==> src/design/epi_pkg.sv <==
// Constants and types shared by the external pin interrupt latch
package epi_pkg;

   // ------------------------------------------------------------
   // Register map
   // ------------------------------------------------------------
   localparam logic [15:0] ADDR_STATUS_CTRL = 16'h001D;
   localparam logic [15:0] ADDR_OPTION_TWO = 16'h001E;

   // ------------------------------------------------------------
   // Status and control fields
   // ------------------------------------------------------------
   localparam int SCR_MODE_BIT = 0;
   localparam int SCR_MASK_BIT = 1;
   localparam int SCR_ACK_BIT = 2;
   localparam int SCR_PEND_BIT = 3;

   // ------------------------------------------------------------
   // Option register two fields and reset
   // ------------------------------------------------------------
   localparam int OPT2_PUD_BIT = 0;
   localparam int OPT2_PIN_EN_BIT = 1;
   localparam logic [7:0] OPT2_RESET = 8'h00;

   // ------------------------------------------------------------
   // Vector location of this request
   // ------------------------------------------------------------
   localparam logic [15:0] VECTOR_ADDR_HI = 16'hFFFA;
   localparam logic [15:0] VECTOR_ADDR_LO = 16'hFFFB;

   // ------------------------------------------------------------
   // State types
   // ------------------------------------------------------------
   typedef struct packed {
      logic latch;
      logic ack_seen;
      logic mode;
      logic mask;
      logic lvl_prev;
      logic [7:0] opt2;
      logic [7:0] rdata;
   } epi_state_t;

   localparam epi_state_t EPI_STATE_RESET = '{latch: 1'b0,
      ack_seen: 1'b0, mode: 1'b0, mask: 1'b0, lvl_prev: 1'b1,
      opt2: OPT2_RESET, rdata: 8'h00};

   typedef struct packed {
      logic s1;
      logic s2;
      logic s3;
      logic lvl;
   } epi_sync_t;

   localparam epi_sync_t EPI_SYNC_RESET = '{s1: 1'b1, s2: 1'b1,
      s3: 1'b1, lvl: 1'b1};

endpackage

==> src/design/epi_sync_if.sv <==
// Carrier of the synchronised pin level between the design modules
interface epi_sync_if;
   logic pin_level;
   modport src (output pin_level);
   modport dst (input pin_level);
endinterface

==> src/design/epi_pin_sync.sv <==
// Three-stage pin synchroniser with agreement filter
module epi_pin_sync import epi_pkg::*; (
   input wire logic ref_clk,
   input wire logic reset,
   input wire logic pin_raw,
   epi_sync_if.src sif
);

   epi_sync_t sy_q;
   epi_sync_t sy_d;

   // ------------------------------------------------------------
   // Next state
   // ------------------------------------------------------------
   always_comb begin
      sy_d = sy_q;
      sy_d.s1 = pin_raw;
      sy_d.s2 = sy_q.s1;
      sy_d.s3 = sy_q.s2;
      if (sy_q.s2 == sy_q.s3) begin
         sy_d.lvl = sy_q.s3;
      end
   end

   always_ff @(posedge ref_clk) begin
      if (reset) begin
         sy_q <= EPI_SYNC_RESET;
      end else begin
         sy_q <= sy_d;
      end
   end

   assign sif.pin_level = sy_q.lvl;
endmodule

==> src/design/epi_ext_irq_latch.sv <==
// External pin interrupt latch with status, mask and option registers
//
// Contract
// - Pin interrupt function active only while pin enable option bit is one.
// - Low on enabled pin sets latch per selected sensitivity.
// - Vector fetch acknowledge clears the latch that caused it.
// - Software writing one to acknowledge bit clears latch.
// - Reset clears latch and sensitivity bit even with pin low.
// - Sensitivity bit picks edge-only or edge-plus-level triggering.
// - Edge mode: request holds until acknowledge or reset, then clears.
// - Level mode: clear needs acknowledge and pin high, any order.
// - Falling edge after acknowledge write latches a new request.
// - Mask bit set withholds the request from the CPU.
// - CPU global interrupt mask also blocks the request.
// - Serviced request vectors through the two fixed vector locations.
// - Pending flag reads independent of the mask bit.
// - Pin branch tests see one when the pin function is off.
// - Pullup on by default, removed by pullup-disable option bit.
// - Sensitivity bit: one level, zero edge; read/write; reset clear.
// - Acknowledge bit write-only, reads zero, reset clear.
// - Mask bit read/write, one disables, reset clears it.
//
// Local design decision: the address-and-strobe port.
module epi_ext_irq_latch import epi_pkg::*; (
   input wire logic ref_clk,
   input wire logic reset,
   input wire logic shared_port_c_pin,
   input wire logic vector_fetch,
   input wire logic cond_code_reg_ext_request_mask,
   input wire logic [15:0] reg_addr,
   input wire logic [7:0] reg_wdata,
   input wire logic reg_wr,
   input wire logic reg_rd,
   output logic [7:0] reg_rdata,
   output logic irq_request,
   output logic ext_pending_flag,
   output logic [15:0] irq_vector_hi_addr,
   output logic [15:0] irq_vector_lo_addr,
   output logic ext_pin_function_enable,
   output logic pullup_enable,
   output logic branch_pin_level
);

   epi_state_t st_q;
   epi_state_t st_d;
   logic pin_en;
   logic pin_high;
   logic low_level;
   logic fall_edge;
   logic wr_scr;
   logic wr_opt2;
   logic soft_ack;
   logic any_ack;
   logic release_ok;
   logic pending;
   logic [7:0] scr_val;

   epi_sync_if sif ();

   // ------------------------------------------------------------
   // Pin synchroniser
   // ------------------------------------------------------------
   epi_pin_sync u_sync (
      .ref_clk(ref_clk),
      .reset(reset),
      .pin_raw(shared_port_c_pin),
      .sif(sif.src)
   );

   // ------------------------------------------------------------
   // Decode and event terms
   // ------------------------------------------------------------
   assign pin_en = st_q.opt2[OPT2_PIN_EN_BIT];
   assign pin_high = sif.pin_level;
   assign low_level = pin_en & ~pin_high;
   assign fall_edge = pin_en & st_q.lvl_prev & ~pin_high;
   assign wr_scr = reg_wr & (reg_addr == ADDR_STATUS_CTRL);
   assign wr_opt2 = reg_wr & (reg_addr == ADDR_OPTION_TWO);
   assign soft_ack = wr_scr & reg_wdata[SCR_ACK_BIT];
   assign any_ack = soft_ack | vector_fetch;
   assign release_ok = (any_ack | st_q.ack_seen) & ~low_level;
   assign pending = st_q.latch | (st_q.mode & low_level);

   always_comb begin
      scr_val = 8'h00;
      scr_val[SCR_MODE_BIT] = st_q.mode;
      scr_val[SCR_MASK_BIT] = st_q.mask;
      scr_val[SCR_ACK_BIT] = 1'b0;
      scr_val[SCR_PEND_BIT] = pending;
   end

   // ------------------------------------------------------------
   // Next state
   // ------------------------------------------------------------
   always_comb begin
      st_d = st_q;
      st_d.lvl_prev = pin_high;
      if (st_q.mode) begin
         // Low level keeps setting; clear needs ack and pin high
         st_d.latch = fall_edge | low_level |
            (st_q.latch & ~release_ok);
         st_d.ack_seen = st_d.latch & ~fall_edge &
            (any_ack | st_q.ack_seen);
      end else begin
         // Set wins over a same-cycle acknowledge
         st_d.latch = fall_edge | (st_q.latch & ~any_ack);
         st_d.ack_seen = 1'b0;
      end
      if (wr_scr) begin
         st_d.mode = reg_wdata[SCR_MODE_BIT];
         st_d.mask = reg_wdata[SCR_MASK_BIT];
      end
      if (wr_opt2) begin
         st_d.opt2 = reg_wdata;
      end
      st_d.rdata = 8'h00;
      if (reg_rd) begin
         if (reg_addr == ADDR_STATUS_CTRL) begin
            st_d.rdata = scr_val;
         end else if (reg_addr == ADDR_OPTION_TWO) begin
            st_d.rdata = st_q.opt2;
         end else begin
            st_d.rdata = 8'h00;
         end
      end
   end

   always_ff @(posedge ref_clk) begin
      if (reset) begin
         st_q <= EPI_STATE_RESET;
      end else begin
         st_q <= st_d;
      end
   end

   // ------------------------------------------------------------
   // Outputs
   // ------------------------------------------------------------
   assign reg_rdata = st_q.rdata;
   assign ext_pending_flag = pending;
   assign irq_request = pending & ~st_q.mask & ~cond_code_reg_ext_request_mask;
   assign irq_vector_hi_addr = VECTOR_ADDR_HI;
   assign irq_vector_lo_addr = VECTOR_ADDR_LO;
   assign ext_pin_function_enable = pin_en;
   assign pullup_enable = ~st_q.opt2[OPT2_PUD_BIT];
   assign branch_pin_level = pin_en ? pin_high : 1'b1;
endmodule

==> config.mk <==
export PLATFORM = sky130hd
export DESIGN_NAME = epi_ext_irq_latch
export DESIGN_NICKNAME = d
export VERILOG_FILES = /design/src/design/epi_pkg.sv /design/src/design/epi_sync_if.sv /design/src/design/epi_pin_sync.sv /design/src/design/epi_ext_irq_latch.sv
export SDC_FILE = /design/constraint.sdc
export NUM_CORES = 1
export LEC_CHECK = 0
export BUFFER_PORTS_ARGS = -buffer_cell sky130_fd_sc_hd__buf_2
export CORE_ASPECT_RATIO = 0.6
export CORE_MARGIN = 2
export CORE_UTILIZATION = 44
export DETAILED_ROUTE_END_ITERATION = 6
export HOLD_SLACK_MARGIN = 0.05
export PLACE_DENSITY = 0.9
export SYNTH_ARGS = -nofsm -noshare
export SYNTH_HDL_FRONTEND = slang
export SYNTH_HIERARCHICAL = 1
export SYNTH_SLANG_ARGS = --single-unit
export TNS_END_PERCENT = 10
==> constraint.sdc <==
create_clock -name ref_clk -period 3 [get_ports ref_clk]
set_clock_uncertainty 0.2 [all_clocks]
set_input_delay 0.45 -clock ref_clk [delete_from_list [all_inputs] [get_ports ref_clk]]
set_output_delay 0.45 -clock ref_clk [all_outputs]
set_load 0.01 [all_outputs]
==> qor.csv <==
stage,metric,value,unit
die,core area,2830,sq um
clocking,post-CTS sizing,0,
clocking,post-CTS setup buffers,0,
setup_path,worst-path cell with the longest stage delay,dfxtp_1,
sta,setup_tns,0,ps
pwr,Sequential Power Share,57.5,%
layout,final core utilization,49.1,%
setup_path,critical path's largest stage delay,380,ps
pwr,Worst IR Drop VDD,0.000215,V
setup_path,crit path launch type,flop,
layout,"non-filler cells, final",221,
pwr,Pwr Density,418,nW/um^2
pwr,internal power,447,uW
sta,Slew @ Worst Pin,518,ps
sta,"Hold Violations, Final",0,
logic_synthesis,"Seq/Total Area, Yosys",38.8,%
logic_synthesis,Main synth FF type,dfxtp_1,
pwr,Psw,134,uW
sta,fmax,487,MHz
layout,share of cells above drive strength 1,28.5,%
clocking,Sink Count,25,
setup_path,worst-path cell chain,"nor2b_1, a21o_1, nor3b_1, buf_2",
pwr,Comb pwr share,9.3,%
pwr,P_leak,0.632,nW
detailed_routing,initial drt markers,53,
worst_hold_path,worst hold-check path type,in2reg,
detailed_routing,wire length per cell,10.5,microns
logic_synthesis,top-area cell type share of the netlist area,38.8,%
place,Placed Cells,217,
logic_synthesis,"Avg Cell Area, Syn",8.91,sq um
die,row count,15,
detailed_routing,Remaining DRCs,0,
setup_path,"Data arrival, critical path",1400,ps
grt,first-pass GRT wire length,3.38,mm
sta,Max-slew headroom,65.4,%
sta,fin crit share,68.5,%
layout,Nets,211,
die,die height,46.0,microns
clocking,CTS root buffer,clkbuf_8,
clocking,Worst-Skew Late Latency,270,ps
sta,"Setup violations, final",0,
die,I/O pin count,76,
sta,RSZ-0062 raised after global routing,false,
die,DIE WIDTH,73.9,microns
clocking,TritonCTS buffer count,3,
place,RePlAce Congestion,0.766,
pwr,Clock Power Share,33.3,%
clocking,# H-tree levels,1,
logic_synthesis,"EDFF count, synth",0,
grt,number of global-route vias before repair,755,
logic_synthesis,Async SR Flop Fraction,0,%
grt,GRT Residual Overflow,0,
place,Port Buf Inserts,43,
logic_synthesis,"Cell Area, Synth",1290,sq um
grt,Total GRT Usage,14.0,%
clocking,"CTS clk-pin slew, worst paths",80,ps
sta,Tmin final,2050,ps
layout,synth-to-layout area growth,7.65,%
setup_path,WP data required,2350,ps
place,HPWL Detailed,1.89,mm
logic_synthesis,count of different cell masters after synthesis,32,
layout,Antenna Cells,0,
pwr,sw frac,23.1,%
detailed_routing,vias per inst,4.40,
sta,"Slew Viols, Final",0,
grt,initial antenna violation count,0,
setup_path,crit end category,output pin,
flow_run,Max Cap Viol,0,
detailed_routing,TritonRoute pass-1 iters,5,
die,Initial Utilization,45.6,%
setup_path,"Max FO, Critical Path",4,
logic_synthesis,ranking of synthesized cells by area,"dfxtp_1 39%, buf_4 23%, a21oi_1 4.7%",
detailed_routing,total wire length,2.31,mm
grt,largest net degree at the start of global routing,19,
detailed_routing,DRT antenna net count,0,
clocking,CTS max path bufs,2,
clocking,cts hold-fix bufs,0,
setup_path,Buf/Inv on CP,1,
setup_path,kind of critical path,reg2out,
logic_synthesis,post-synth top area cell,dfxtp_1,
logic_synthesis,Mapped Cells,145,
clocking,CTS tree,done,
logic_synthesis,YS warnings,6,
run_status,run status,"complete, no violations",
die,die area,3400,sq um
detailed_routing,Via Count,973,
setup_path,"delay-heaviest family, CP",simple AND/OR/NAND/NOR gates,
logic_synthesis,#FFs+latches synth,25,
per-layer routing:
layer  global-route usage [%]  part of all wire [%]  vias up
met5                        0                     0        -
met4                     6.55                   1.0        0
met3                     3.98                   6.9        3
met2                     20.2                    42       46
met1                     19.4                    50      433
li1                         -                     -      491
cell type report:
| type | instances | area (sq um) |
|---|---|---|
| Tap cell | 42 | 52.6 |
| Timing Repair Buffer | 43 | 215 |
| Fill cell | 284 | 1440 |
| Multi-Input combinational cell | 104 | 566 |
| Inverter | 3 | 11.3 |
| Sequential cell | 25 | 500 |
| Clock buffer | 4 | 45.0 |
sequential cells by signal, indices dropped and copies added (netlist names):
name                     flops
reg_rdata                    8
u_sync/sif.pin_level         1
u_sync/sy_q                  1
st_q                        10
scr_val                      2
ext_pin_function_enable      1
u_sync/sy_d                  2
kinds of logic after synthesis:
| kind of cell | Yosys count | share of synthesized area [%] |
|---|---|---|
| DFF | 25 | 38.8 |
| AOI/OAI and AO/OA | 31 | 14.2 |
| other | 2 | 0.582 |
| and+or+nand+nor | 41 | 20.3 |
| buffers and inverters | 46 | 26.2 |
metrics by stage:
step	worst slack, ps	area (sq um)	hold slack (ps)	power [mW]
2_1_floorplan	1220	1400	185	0.402
3_3_place_gp	1030	1350	195	0.394
3_5_place_dp	955	1350	206	0.395
4_1_cts	919	1390	145	0.589
5_1_grt	807	1390	148	0.610
6_report	945	1390	152	0.581
worst register-to-register path, cell delays in order (launching register included):
cell      delay (ps)
dfxtp_1          380
nor2b_1          220
inv_1            110
a311oi_1         310
o21a_1           160
power groups by stage:
stage	clock network [mW]	logic, mW	registers (mW)
5_1_grt	0.216	0.0601	0.334
3_3_place_gp	0	0.0528	0.342
4_1_cts	0.202	0.0537	0.334
2_1_floorplan	0	0.0608	0.341
6_report	0.193	0.0540	0.334
3_5_place_dp	0	0.0536	0.342
cells in the mapped netlist (2+ instances only):
cell and number:
conb_1 2, nor4_2 2, nor2b_1 2, a21oi_1 12, or2_1 3, buf_6 2, nand2b_1 2, o21a_1 2
nand3_1 11, o21ai_0 10, a22o_1 3, dfxtp_1 25, buf_4 40, nor2_1 4, and2_1 5, nand4_1 2
inv_1 3
placed cells by master (no fill, tap or decap), types with 2 or more instances in the layout:
cell type | synthesis | routed
o21a_1 | 2 | 2
o21ai_0 | 10 | 10
a22o_1 | 3 | 3
nor2_1 | 4 | 4
nor4_2 | 2 | 2
nand4_1 | 2 | 2
nand2b_1 | 2 | 2
conb_1 | 2 | 32
and2_1 | 5 | 5
nor2b_1 | 2 | 2
nand3_1 | 11 | 11
clkbuf_8 | 0 | 3
or2_1 | 3 | 3
a21oi_1 | 12 | 12
buf_2 | 0 | 43
dfxtp_1 | 25 | 25
inv_1 | 3 | 3
final timing paths:
kind	cells after the start	startpoint	slack [ps]	end
hold / removal	2	shared_port_c_pin	150	u_sync/sy_d[2]$_SDFF_PP1_
setup reg to reg	4	ext_pin_function_enable$_SDFFE_PP0P_	1560	st_q[20]$_SDFF_PP0_
setup / recovery	4	ext_pin_function_enable$_SDFFE_PP0P_	950	irq_request
hold reg to reg	1	u_sync/sy_d[2]$_SDFF_PP1_	220	u_sync/sy_d[1]$_SDFF_PP1_
No activity file was read; power rests on OpenSTA's default activity.
